## src/logic/gpoirq_regs.svh

```systemverilog
// Purpose: Named offsets, field positions and reset values for the output and polarity block
// Assumes: Register index is a word index inside the block
// Notes:   Included by bare name
`ifndef GPOIRQ_REGS_SVH
`define GPOIRQ_REGS_SVH
`define GPOIRQ_IDX_STATUS_OUT  2'h0
`define GPOIRQ_IDX_UPPER_OUT   2'h1
`define GPOIRQ_IDX_IRQ_LEVEL   2'h2
`define GPOIRQ_IDX_UNUSED      2'h3
`define GPOIRQ_STATUS_PIN_LO   8
`define GPOIRQ_STATUS_PIN_HI   11
`define GPOIRQ_STATUS_PINS     4
`define GPOIRQ_STATUS_W        12
`define GPOIRQ_UPPER_W         8
`define GPOIRQ_DIR_STEP        3
`define GPOIRQ_DIR_BASE        2
`define GPOIRQ_DIR600_LO_BIT   26
`define GPOIRQ_DIR600_HI_BIT   29
`define GPOIRQ_DIR604_LO_BIT   2
`define GPOIRQ_DIR604_HI_BIT   5
`define GPOIRQ_RST_STATUS_OUT  12'h000
`define GPOIRQ_RST_UPPER_OUT   8'h00
`define GPOIRQ_RST_IRQ_LEVEL   12'h000
`endif

```

## src/logic/gpoirq_pkg.sv

```systemverilog
// Purpose: Types shared by the output and polarity block
// Assumes: Nothing beyond the register header
// Notes:   Mode selects where the direction register is reached
package gpoirq_pkg;
  typedef enum logic [1:0] {
    GPOIRQ_MODE_BASE    = 2'b01,
    GPOIRQ_MODE_VSWITCH = 2'b10
  } gpoirq_mode_t;
endpackage

```

## src/logic/gpoirq_pin_drive.sv

```systemverilog
// Purpose: Registered tristate drive for one group of pins, driving either level while enabled
// Assumes: Output enable low means the pin is driven
// Notes:   One flop stage, so a written value reaches the pin on the next edge
`timescale 1ns/1ps
module gpoirq_pin_drive #(
  parameter int WIDTH = 8
) (
  input  wire logic             sys_clk_i,
  input  wire logic             arst_n_i,
  input  wire logic [WIDTH-1:0] value_i,
  input  wire logic [WIDTH-1:0] dir_out_i,
  output logic      [WIDTH-1:0] pin_o,
  output logic      [WIDTH-1:0] pin_oe_n_o
);
  initial begin
    if (WIDTH < 1) $error("gpoirq_pin_drive: WIDTH must be at least 1");
  end
  always_ff @(posedge sys_clk_i or negedge arst_n_i) begin
    if (!arst_n_i) begin
      pin_o      <= '0;
      pin_oe_n_o <= '1;
    end else begin
      pin_o      <= value_i;
      pin_oe_n_o <= ~dir_out_i;
    end
  end
endmodule // gpoirq_pin_drive

```

## src/logic/gpoirq_top.sv

```systemverilog
// Purpose: Output data for status lines and upper pins, and interrupt level select
// Assumes: Register port is a simple word-indexed write/read strobe interface
// Notes:   Direction bits arrive as 32-bit register images from their own owners
//
// How it works
// - Output bits 8..11 drive status lines 20..23 only while their direction bits are set.
// - Reading an output data bit returns the last value written, not the pin.
// - Upper pins 24..31 drive only while their direction bit at bits 2,5,..,23 is set.
// - Upper output bits 0..7 map to pins 24..31 in order with no extra staging.
// - Polarity bits 0..11 set the active level of status-line interrupt inputs 0..11.
// - A polarity bit of 0 means active low, 1 means active high.
// - The direction register image is taken by mode: base port or management port.
`timescale 1ns/1ps
`include "gpoirq_regs.svh"
module gpoirq_top
  import gpoirq_pkg::*;
#(
  parameter int STATUS_W = `GPOIRQ_STATUS_W,
  parameter int UPPER_W  = `GPOIRQ_UPPER_W
) (
  input  wire logic                sys_clk_i,
  input  wire logic                arst_n_i,
  input  wire gpoirq_mode_t        mode_i,
  input  wire logic                reg_wr_i,
  input  wire logic                reg_rd_i,
  input  wire logic [1:0]          reg_idx_i,
  input  wire logic [31:0]         reg_wdata_i,
  input  wire logic [31:0]         dir600_base_i,
  input  wire logic [31:0]         dir604_base_i,
  input  wire logic [31:0]         dir60c_base_i,
  input  wire logic [31:0]         dir600_mgmt_i,
  input  wire logic [31:0]         dir604_mgmt_i,
  input  wire logic [31:0]         dir60c_mgmt_i,
  input  wire logic [STATUS_W-1:0] irq_raw_i,
  output logic      [31:0]         reg_rdata_o,
  output logic      [3:0]          status_pin_o,
  output logic      [3:0]          status_pin_oe_n_o,
  output logic      [UPPER_W-1:0]  upper_pin_o,
  output logic      [UPPER_W-1:0]  upper_pin_oe_n_o,
  output logic      [STATUS_W-1:0] irq_active_o
);
  initial begin
    if (STATUS_W != `GPOIRQ_STATUS_W) $error("gpoirq_top: STATUS_W must be 12");
    if (UPPER_W != `GPOIRQ_UPPER_W) $error("gpoirq_top: UPPER_W must be 8");
  end

  // Every third bit from the base position holds a direction flag
  function automatic logic [UPPER_W-1:0] dir_pick(input logic [31:0] img);
    logic [UPPER_W-1:0] r;
    r = '0;
    for (int i = 0; i < UPPER_W; i++) begin
      r[i] = img[`GPOIRQ_DIR_BASE + `GPOIRQ_DIR_STEP * i];
    end
    return r;
  endfunction

  logic [STATUS_W-1:0] status_out_q, status_out_d;
  logic [UPPER_W-1:0]  upper_out_q,  upper_out_d;
  logic [STATUS_W-1:0] irq_level_q,  irq_level_d;
  logic [31:0]         rdata_d;

  wire logic        is_mgmt   = (mode_i == GPOIRQ_MODE_VSWITCH);
  wire logic [31:0] dir600    = is_mgmt ? dir600_mgmt_i : dir600_base_i;
  wire logic [31:0] dir604    = is_mgmt ? dir604_mgmt_i : dir604_base_i;
  wire logic [31:0] dir60c    = is_mgmt ? dir60c_mgmt_i : dir60c_base_i;
  wire logic [3:0]  status_dir = {dir604[`GPOIRQ_DIR604_HI_BIT], dir604[`GPOIRQ_DIR604_LO_BIT],
                                  dir600[`GPOIRQ_DIR600_HI_BIT], dir600[`GPOIRQ_DIR600_LO_BIT]};
  wire logic [UPPER_W-1:0] upper_dir = dir_pick(dir60c);

  wire logic wr_status = reg_wr_i && (reg_idx_i == `GPOIRQ_IDX_STATUS_OUT);
  wire logic wr_upper  = reg_wr_i && (reg_idx_i == `GPOIRQ_IDX_UPPER_OUT);
  wire logic wr_level  = reg_wr_i && (reg_idx_i == `GPOIRQ_IDX_IRQ_LEVEL);

  // Stores happen regardless of direction
  assign status_out_d = wr_status ? reg_wdata_i[STATUS_W-1:0] : status_out_q;
  assign upper_out_d  = wr_upper  ? reg_wdata_i[UPPER_W-1:0]  : upper_out_q;
  assign irq_level_d  = wr_level  ? reg_wdata_i[STATUS_W-1:0] : irq_level_q;

  // Reads show stored values, never pin levels
  assign rdata_d = !reg_rd_i ? 32'h0000_0000 :
    (reg_idx_i == `GPOIRQ_IDX_STATUS_OUT) ? {20'h0_0000, status_out_q} :
    (reg_idx_i == `GPOIRQ_IDX_UPPER_OUT)  ? {24'h00_0000, upper_out_q} :
    (reg_idx_i == `GPOIRQ_IDX_IRQ_LEVEL)  ? {20'h0_0000, irq_level_q} : 32'h0000_0000;

  always_ff @(posedge sys_clk_i or negedge arst_n_i) begin
    if (!arst_n_i) begin
      status_out_q <= `GPOIRQ_RST_STATUS_OUT;
      upper_out_q  <= `GPOIRQ_RST_UPPER_OUT;
      irq_level_q  <= `GPOIRQ_RST_IRQ_LEVEL;
      reg_rdata_o  <= 32'h0000_0000;
      irq_active_o <= '0;
    end else begin
      status_out_q <= status_out_d;
      upper_out_q  <= upper_out_d;
      irq_level_q  <= irq_level_d;
      reg_rdata_o  <= rdata_d;
      // Xnor: high level matches polarity 1, low level matches 0
      irq_active_o <= ~(irq_raw_i ^ irq_level_q);
    end
  end

  // Pins take the next-state value so a write lands at the same edge as the store
  gpoirq_pin_drive #(.WIDTH(`GPOIRQ_STATUS_PINS)) u_status_drv (
    .sys_clk_i  (sys_clk_i),
    .arst_n_i   (arst_n_i),
    .value_i    (status_out_d[`GPOIRQ_STATUS_PIN_HI:`GPOIRQ_STATUS_PIN_LO]),
    .dir_out_i  (status_dir),
    .pin_o      (status_pin_o),
    .pin_oe_n_o (status_pin_oe_n_o)
  );

  gpoirq_pin_drive #(.WIDTH(UPPER_W)) u_upper_drv (
    .sys_clk_i  (sys_clk_i),
    .arst_n_i   (arst_n_i),
    .value_i    (upper_out_d),
    .dir_out_i  (upper_dir),
    .pin_o      (upper_pin_o),
    .pin_oe_n_o (upper_pin_oe_n_o)
  );
endmodule // gpoirq_top

```

## config.mk

```make
export PLATFORM = sky130hd
export DESIGN_NAME = gpoirq_top
export DESIGN_NICKNAME = d
export VERILOG_FILES = /design/src/logic/gpoirq_pkg.sv /design/src/logic/gpoirq_pin_drive.sv /design/src/logic/gpoirq_top.sv
export VERILOG_INCLUDE_DIRS = /design/src /design/src/logic
export SDC_FILE = /design/constraint.sdc
export NUM_CORES = 1
export LEC_CHECK = 0
export BUFFER_PORTS_ARGS = -buffer_cell sky130_fd_sc_hd__buf_2
export CAP_MARGIN = 20
export CORE_AREA = 2 2 121 123
export CTS_BUF_LIST = sky130_fd_sc_hd__clkbuf_4 sky130_fd_sc_hd__clkbuf_8
export DETAILED_ROUTE_END_ITERATION = 7
export DIE_AREA = 0 0 123 125
export PLACE_DENSITY_LB_ADDON = 0.1
export RECOVER_POWER = 50
export SLEW_MARGIN = 25
export SYNTH_ARGS = -nofsm -noshare
export SYNTH_HDL_FRONTEND = slang
export SYNTH_SLANG_ARGS = --single-unit
```

## constraint.sdc

```tcl
create_clock -name sys_clk_i -period 1 [get_ports sys_clk_i]
set_input_delay 0.2 -clock sys_clk_i [delete_from_list [all_inputs] [get_ports sys_clk_i]]
set_output_delay 0.2 -clock sys_clk_i [all_outputs]
set_load 0.03 [all_outputs]
```

==> results.yml, run 1 <==
synth:
  synth-seq-area-share_pct: 58.7
  yosysMostFrequentCell: "dfrtp_1"
  synth_cell_type_count: 19
  ys_top_cells_by_count: "dfrtp_1 (56), buf_4 (25), mux2i_1 (24)"
  synth_mux_area_share_pct: 21.8
  synthTopCellsByArea: "dfrtp_1 (48%), dfstp_2 (11%), mux2_2 (8.5%)"
  netlist_area_sq_um: 2930
  synthCells: 201
  ys_ff_latch: 68
  yosys.area.top_type_share_pct: 47.9
  yosys_warnings: 0
  post_synth.cell_area_avg_sq_um: 14.6
  synth_top_family_by_area: "multiplexers"
  synth_compound_area_share_pct: 1.37
  synth_edf_count: 0
  synthAdderAreaFrac_pct: 0
  synth-simple-area-share_pct: 6.41
  ys.flop_type: "dfrtp_1"
  yosysTopAreaCell: "dfrtp_1"
  synthXorXnorAreaFrac_pct: 3.59
  async_flop_share_pct: 100
timing:
  timing.fmax_mhz: 813
  setup_violations: 48
  slew_viol_final: 0
  skew_ns: 0.00914
  fin_crit_ns: 1.23
  fin_crit_sh_pct: 123
  hold_viol_final: 0
  rsz0062_at_grt: "true"
  fin_ws_ns: -0.230
worst_setup_path:
  critical_path_class: "flop to output pin"
  crit_chain: "buf_8"
  r2r-end: "reg_rdata_o[7]"
  path_buf_inv: 1
  worst_setup_path_start_kind: "flop"
  reg2reg_slack_ns: 0.04
  required_ns: 0.80
  slowest_delay_ns: 0.54
  crit_arrival_ns: 1.03
  worstReg2RegStart: "upper_out_q[7]"
  crit_slowest_cell: "dfstp_2"
  rr_worst_depth: 4
  endpoint_kind: "output pin"
  cp_top_family: "flip-flops"
  cp_max_fo: 1
grt:
  grtUsageTotal_pct: 11.9
  grt_pass1_wl_microns: 12800
  grt_pass1_vias: 2063
  overflow: 0
  antenna_found_initial: 0
  grt_max_degree: 43
cells_and_area:
  fillCellCount: 1454
  stdcell_area_sq_um: 4550
  fin_nets: 605
  syn2layout_area_growth_pct: 55.6
  diodes: 0
  drive_above_1_share_pct: 52.7
power_and_ir_drop:
  pwr-share-seq_pct: 42.6
  p_sw_uw: 2660
  p_leak_uw: 0.00221
  power.internal_uw: 5630
  combPwrFrac_pct: 31.0
  switching_share_pct: 32.1
  p_clk_share_pct: 26.4
  vdd_ir_drop_max_uv: 858
  p_per_area_nw_per_um2: 1820
clock_tree:
  clockBufferDepth: 2
  cts-root-buf: "clkbuf_8"
  clk_latency_ns: 0.36
  cts.htree.levels: 3
  cts_tree: "yes"
  clk_pin_slew_ns: 0.07
  cts_buffers: 9
  cts_sinks: 68
floorplanning:
  die-width_microns: 123
  core_sq_um: 14200
  rows: 44
  initial_core_util_pct: 20.6
  die_area_sq_um: 15400
  ioPinCount: 312
  die_h_microns: 125
detailed_routing:
  wl_met2_microns: 3010
  wl_per_cell_microns: 15.7
  post-route-drc-count: 0
  dr_wl_met3_microns: 1710
  num_vias: 2006
  met1_length_microns: 3830
  first_iter_violations: 55
  via_per_inst: 3.65
  firstDrtPassIters: 4
  top_layer: "met4"
  wl_microns: 8650
  ant_nets: 0
min_path:
  hold_start: "dir600_mgmt_i[26]"
  worst_hold_path.num_cells: 2
  hold_end: "u_status_drv.pin_oe_n_o[0]"
  hold_class: "primary input to flop"
place:
  pre_cts_ws_ns: -0.277
  portBuffers: 103
  dp_hpwl_microns: 6160
  place.gp.congestion: 0.682
  placed_area_sq_um: 3680
outcome:
  outcome: "complete, but fails checks"
  violations: "negative setup slack"
run:
  maxCapViolCount: 0
## layer usage
layer,vias up,track usage [%]
met5,-,0
met4,0,3.81
met3,8,11.1
met2,110,13.8
met1,929,15.1
li1,959,-
## power by group through the flow
stage	logic [uW]	registers, uW	clock network, uW
finish	2560	3530	2190
global route	2760	3590	2450
CTS	2580	3540	2310
detailed placement	2010	3520	0
global placement	2000	3520	0
floorplan	863	4010	0
## stage by stage
stage          hold slack [ns]  util [%]  instances  power, uW  setup TNS (ns)
2_1_floorplan          -0.0956         -        220       4870          -0.742
3_3_place_gp            0.0266      25.9        492       5530           -7.50
3_5_place_dp            0.0277      25.9        492       5530           -8.17
4_1_cts                0.00396      32.1        549       8430           -7.23
5_1_grt               0.000637      32.1        550       8810           -8.37
6_report                0.0220      32.1        550       8280           -5.76
## cells in the final DEF (no fill, tap or decap), types with 2 or more instances in the layout
master / instances
and2_1: 8
buf_12: 2
buf_2: 54
buf_4: 22
buf_6: 47
buf_8: 3
clkbuf_4: 3
clkbuf_8: 11
clkinv_2: 2
conb_1: 20
dfrtp_1: 56
dfstp_2: 12
dlygate4sd3_1: 31
mux2_2: 21
mux2_4: 11
mux2i_1: 24
nand2b_1: 2
nand3b_1: 8
nor2_1: 4
o21ai_0: 2
o21ai_1: 5
xnor2_1: 12
## cell families (layout without fill, tap and decap cells)
family                 count (synthesis)  count (layout)
AO/OA/AOI/OAI                          8               8
XOR/XNOR                              12              12
buffers and inverters                 31             177
flip-flops                            68              68
multiplexers                          56              56
other                                  1              20
AND/OR/NAND/NOR                       25              25
## state kept, by name, summed over array words and instances, names as in the netlist
signal,count
u_status_drv.pin_o,4
upper_out_q,8
reg_rdata_o,12
u_upper_drv.pin_oe_n_o,8
u_status_drv.pin_oe_n_o,4
status_out_q,8
irq_active_o,12
irq_level_q,12
## how the worst max path moves through the flow
stage                               startpoint              endpoint  slack, ns  cells after the start
global placement                  reg_idx_i[1]        upper_out_q[3]      -0.25                      3
global route        u_status_drv.pin_oe_n_o[1]  status_pin_oe_n_o[1]      -0.29                      1
finish               u_upper_drv.pin_oe_n_o[7]   upper_pin_oe_n_o[7]      -0.23                      1
CTS                 u_status_drv.pin_oe_n_o[2]  status_pin_oe_n_o[2]      -0.27                      1
floorplan                         reg_idx_i[0]       irq_level_q[10]      -0.04                      4
detailed placement                reg_idx_i[1]        upper_out_q[2]      -0.28                      3
## final cells by class
cell class	instances	area, sq um	share of cell area (%)
flip-flops and latches	68	1720	37.7
clock inverters	2	10.0	0.220
clock buffers	14	174	3.82
well taps	184	230	5.06
repair buffers	161	1370	30.1
multi-input cells	121	1050	23.1
## repair_timing
action,4_1_cts,5_1_grt
hold buffers,31,0
setup buffers,10,2
gates resized for setup,97,10
cloned,0,0
endpoints found under the setup margin,48,54
hold endpoints to repair,78,0
Power figures use the tool's default switching activity.
==> inputs of run 2 (changes only) <==
ABC_AREA = 1   (was unset)
CORE_AREA = 2 2 122 124   (was 2 2 121 123)
DIE_AREA = 0 0 124 126   (was 0 0 123 125)
RECOVER_POWER = unset   (was 50)
==> results.yml, run 2 <==
outcome:
  outcome: "complete, but fails checks"
  violations: "negative setup slack"
timing:
  skew_ns: 0.00866
  whs_ns: 0.0224
  fin_ws_ns: -0.215
  rsz0062_at_grt: "true"
  fin_crit_ns: 1.22
  setup_violations: 48
  hold_viol_final: 0
  fin_crit_sh_pct: 122
  timing.fmax_mhz: 823
  slew_viol_final: 0
cells_and_area:
  final_common_cell: "nand2_1"
  final_cell_mix: "nand2_1 (67), dfrtp_1 (56), buf_2 (54)"
  syn2layout_area_growth_pct: 53.2
  drive_above_1_share_pct: 42.4
  fin_nets: 692
  largestRegisters: "irq_active_o: 12 flops, irq_level_q: 12 flops, reg_rdata_o: 12 flops"
worst_setup_path:
  crit_slowest_cell: "dfstp_2"
  r2r-end: "reg_rdata_o[4]"
  crit_chain: "buf_6"
  worstReg2RegStart: "upper_out_q[4]"
  cp-endpoint: "status_pin_oe_n_o[0]"
  critical_path_class: "flop to output pin"
  reg2reg_slack_ns: 0.02
  path_buf_inv: 1
  required_ns: 0.80
  cp-startpoint: "u_status_drv.pin_oe_n_o[0]"
  rr_worst_depth: 6
  cp_num_cells: 1
  crit_arrival_ns: 1.02
  worst_setup_path_start_kind: "flop"
  slowest_delay_ns: 0.53
  endpoint_kind: "output pin"
  cp_top_family: "flip-flops"
  cp_max_fo: 1
grt:
  grt-busiest-layer: "met2"
  overflow: 0
  grt_pass1_vias: 2413
  grtUsageTotal_pct: 11.0
  grt_max_degree: 24
  use_met2_pct: 15.7
  grt_use_met3_pct: 5.57
  antenna_found_initial: 2
  grt_pass1_wl_microns: 12600
  gr-usage-met1_pct: 13.6
clock_tree:
  cts_tree: "yes"
  clockBufferDepth: 2
  cts_sinks: 68
  cts.htree.levels: 3
  cts_buffers: 9
  cts-root-buf: "clkbuf_8"
  clk_pin_slew_ns: 0.07
  clk_latency_ns: 0.35
synth:
  synth-seq-area-share_pct: 57.5
  synthTopCellsByArea: "dfrtp_1 (47%), dfstp_2 (11%), nand2_1 (8.4%)"
  synth_mux_area_share_pct: 0
  synth_cell_type_count: 20
  ys_top_cells_by_count: "nand2_1 (67), dfrtp_1 (56), inv_1 (35)"
  synthAdderAreaFrac_pct: 0
  post_synth.cell_area_avg_sq_um: 10.0
  synthCells: 298
  yosys_warnings: 0
  synth_edf_count: 0
  yosysMostFrequentCell: "nand2_1"
  netlist_area_sq_um: 2990
  ys_ff_latch: 68
  synthXorXnorAreaFrac_pct: 3.52
  yosysTopAreaCell: "dfrtp_1"
  async_flop_share_pct: 100
  ys.flop_type: "dfrtp_1"
  yosys.area.top_type_share_pct: 46.9
  synth-simple-area-share_pct: 14.8
  synth_compound_area_share_pct: 10.6
  synth_top_family_by_area: "simple AND/OR/NAND/NOR gates"
place:
  portBuffers: 103
  place.gp.congestion: 0.748
  dp_hpwl_microns: 5970
floorplanning:
  die_h_microns: 126
  core_sq_um: 14300
  die-width_microns: 124
  die_area_sq_um: 15600
  rows: 44
  ioPinCount: 312
  initial_core_util_pct: 20.9
power_and_ir_drop:
  p_per_area_nw_per_um2: 1700
  p_leak_uw: 0.00235
  vdd_ir_drop_max_uv: 551
  p_total_uw: 7780
detailed_routing:
  ant_nets: 0
  post-route-drc-count: 0
  wl_per_cell_microns: 12.4
  first_iter_violations: 91
  num_vias: 2380
  via_per_inst: 3.73
  wl_microns: 7890
  firstDrtPassIters: 5
run:
  maxCapViolCount: 0
min_path:
  hold_class: "primary input to flop"
==> run 2: cell types whose count changed after synthesis, sizes merged, moves of 8 or more <==
cell / previous run / this run
mux2i: 24 / 0
o21ai: 8 / 44
mux2: 32 / 0
nand3: 0 / 25
and2: 8 / 0
nand2: 0 / 71
inv: 0 / 36
nand3b: 10 / 0
==> run 2: how the worst min path moves through the flow <==
stage / startpoint / end / slack (ns) / cells after the start
after detailed placement: arst_n_i / upper_out_q[3] / 0.15 / 1
after global routing: irq_raw_i[9] / irq_active_o[9] / 0.009 / 2
after floorplan: arst_n_i / irq_active_o[0] / -0.1 / 0
after CTS: irq_raw_i[0] / irq_active_o[0] / 0.0007 / 2
after global placement: arst_n_i / irq_active_o[3] / 0.15 / 1
final: irq_raw_i[3] / irq_active_o[3] / 0.02 / 2
==> run 2: cell families (layout without fill, tap and decap cells) <==
kind of cell / count (synthesis) / in the layout
buffers and inverters: 71 / 207
AND/OR/NAND/NOR: 98 / 98
flip-flops: 68 / 68
AO/OA/AOI/OAI: 48 / 48
XOR/XNOR: 12 / 12
other: 1 / 21
==> run 2: through the flow <==
stage	cells	area (sq um)	worst slack (ns)	setup TNS, ns	util [%]
floorplan	317	3060	0.0393	0	-
global placement	589	3800	-0.115	-2.23	26.6
detailed placement	589	3800	-0.108	-2.34	26.6
CTS	636	4560	-0.246	-6.58	31.9
global route	637	4570	-0.259	-7.39	31.9
finish	638	4570	-0.215	-5.12	31.9
==> run 2: report_power, final <==
part	switching (uW)	total [uW]	leakage, uW	internal, uW
clock network	1020	2090	0.0000981	1070
registers	257	3420	0.000828	3160
logic	1230	2270	0.00142	1040
==> run 2: area by class of cell <==
| cell class | instances | area, sq um |
|---|---|---|
| Multi-Input combinational cell | 178 | 937 |
| Clock inverter | 2 | 10.0 |
| Sequential cell | 68 | 1720 |
| Tap cell | 184 | 230 |
| Antenna cell | 1 | 2.50 |
| Inverter | 36 | 140 |
| Timing Repair Buffer | 155 | 1370 |
| Clock buffer | 14 | 168 |
| Fill cell | 1538 | 9740 |
==> run 2: repair_timing <==
| item | 4_1_cts | 5_1_grt |
|---|---|---|
| cloned | 0 | 0 |
| buffers inserted | 12 | 1 |
| hold buffers | 19 | 0 |
| gates resized for setup | 96 | 0 |
| pin swaps | 0 | 1 |
| hold endpoints to repair | 25 | 0 |
| setup endpoints to repair | 48 | 48 |
==> run 2: metal layers <==
metal	vias to the layer above	routed length, microns	part of all wire, %
met5	-	0	0
met4	0	159	2.0
met3	12	996	13
met2	124	3280	42
met1	1050	3460	44
li1	1194	-	-
==> inputs of run 3 (changes only) <==
CORE_AREA = 2 2 120 122   (was 2 2 122 124)
CTS_BUF_LIST = unset   (was sky130_fd_sc_hd__clkbuf_4 sky130_fd_sc_hd__clkbuf_8)
DIE_AREA = 0 0 122 124   (was 0 0 124 126)
==> results.yml, run 3 (synthesis gave the netlist of run 2 again) <==
outcome:
  outcome: "complete, but fails checks"
  violations: "negative setup slack"
worst_setup_path:
  worstReg2RegStart: "upper_out_q[1]"
  endpoint_kind: "output pin"
  worst_setup_path_start_kind: "flop"
  crit_arrival_ns: 0.99
  cp-startpoint: "u_status_drv.pin_oe_n_o[3]"
  crit_slowest_cell: "dfstp_2"
  path_buf_inv: 1
  cp_max_fo: 1
  cp_top_family: "flip-flops"
  slowest_delay_ns: 0.53
  critical_path_class: "flop to output pin"
  required_ns: 0.80
  crit_chain: "buf_6"
place:
  dp_hpwl_microns: 5960
  portBuffers: 103
  place.gp.congestion: 0.772
  pre_cts_ws_ns: -0.135
detailed_routing:
  first_iter_violations: 49
  num_vias: 2290
  post-route-drc-count: 0
  ant_nets: 0
  firstDrtPassIters: 4
  via_per_inst: 3.72
  wl_microns: 7980
  wl_per_cell_microns: 13.0
timing:
  setup_violations: 48
  rsz0062_at_grt: "true"
  slew_viol_final: 0
  fin_ws_ns: -0.190
  timing.fmax_mhz: 840
  fin_crit_sh_pct: 119
  fin_crit_ns: 1.19
  hold_viol_final: 0
  skew_ns: 0.00986
cells_and_area:
  fin_nets: 673
  final_cell_mix: "nand2_1 (67), dfrtp_1 (56), buf_2 (54)"
  syn2layout_area_growth_pct: 49.0
  drive_above_1_share_pct: 43.5
  final_common_cell: "nand2_1"
  largestRegisters: "irq_active_o: 12 flops, irq_level_q: 12 flops, reg_rdata_o: 12 flops"
floorplanning:
  core_sq_um: 13700
  initial_core_util_pct: 21.8
  ioPinCount: 312
  die_area_sq_um: 15100
  rows: 43
  die_h_microns: 124
  die-width_microns: 122
power_and_ir_drop:
  p_total_uw: 8840
  vdd_ir_drop_max_uv: 730
  p_leak_uw: 0.00229
  p_per_area_nw_per_um2: 1990
min_path:
  hold_start: "dir604_mgmt_i[5]"
  hold_class: "primary input to flop"
grt:
  overflow: 0
  grtUsageTotal_pct: 11.3
  grt_pass1_vias: 2267
  grt_pass1_wl_microns: 12300
  grt_max_degree: 28
  antenna_found_initial: 2
clock_tree:
  cts_buffers: 9
  cts_sinks: 68
  cts-root-buf: "clkbuf_16"
  cts.htree.levels: 3
  clockBufferDepth: 2
  clk_latency_ns: 0.34
  cts_tree: "yes"
  clk_pin_slew_ns: 0.06
run:
  maxCapViolCount: 0
-- run 3: cell types whose count changed in the layout (fill, tap and decap cells not counted), sizes merged --
cell,previous run,this run
buf,136,134
bufinv,0,1
clkbuf,14,12
clkinvlp,0,1
dlygate4sd3,19,2
-- run 3: area by class of cell --
| cell class | instances | area (sq um) |
|---|---|---|
| antenna | 1 | 2.50 |
| clock buffer | 12 | 256 |
| clock inverter | 4 | 47.5 |
| fill | 1468 | 9270 |
| inverter | 36 | 140 |
| multi-input combinational | 178 | 937 |
| sequential | 68 | 1720 |
| tap | 180 | 225 |
| timing repair buffer | 136 | 1120 |
-- run 3: metrics by stage --
| stage | hold WS [ns] | TNS [ns] | cells | utilization (%) | area [sq um] |
|---|---|---|---|---|---|
| floorplan | -0.0956 | 0 | 317 | - | 3060 |
| global placement | 0.111 | -3.49 | 583 | 27.1 | 3720 |
| detailed placement | 0.113 | -3.63 | 583 | 27.1 | 3720 |
| CTS | 0.00364 | -5.08 | 612 | 32.3 | 4430 |
| global route | 0.0112 | -5.47 | 614 | 32.4 | 4440 |
| finish | 0.0170 | -3.95 | 615 | 32.4 | 4450 |
-- run 3: path summary, 6_finish.rpt --
path                       depth (start not counted)                         end  slack [ns]
max reg2reg                                        5              reg_rdata_o[1]        0.08
max                                                1        status_pin_oe_n_o[3]       -0.19
max in group asynchronous                          3  u_status_drv.pin_oe_n_o[2]        0.23
min                                                2  u_status_drv.pin_oe_n_o[3]        0.02
min in group asynchronous                          2             irq_active_o[5]        0.30
min reg2reg                                        2             status_out_q[6]        0.48
-- run 3: per-layer routing --
metal  track usage (%)  share of wire, %  up-vias
li1                  -                 -     1153
met1              13.0                41     1011
met2              16.7                43      113
met3              7.10                14       11
met4              4.74               1.9        2
met5                 0             0.088        -
-- run 3: report_power, final --
group,switching (uW),leakage (uW),internal (uW)
Sequential,252,0.000828,3170
Clock,1160,0.000149,2060
Combinational,1230,0.00131,975
-- run 3: timing repair --
item	4_1_cts	5_1_grt
endpoints found under the setup margin	48	48
hold endpoints to repair	7	0
setup buffers	11	2
hold buffers	2	0
resized for setup	96	0
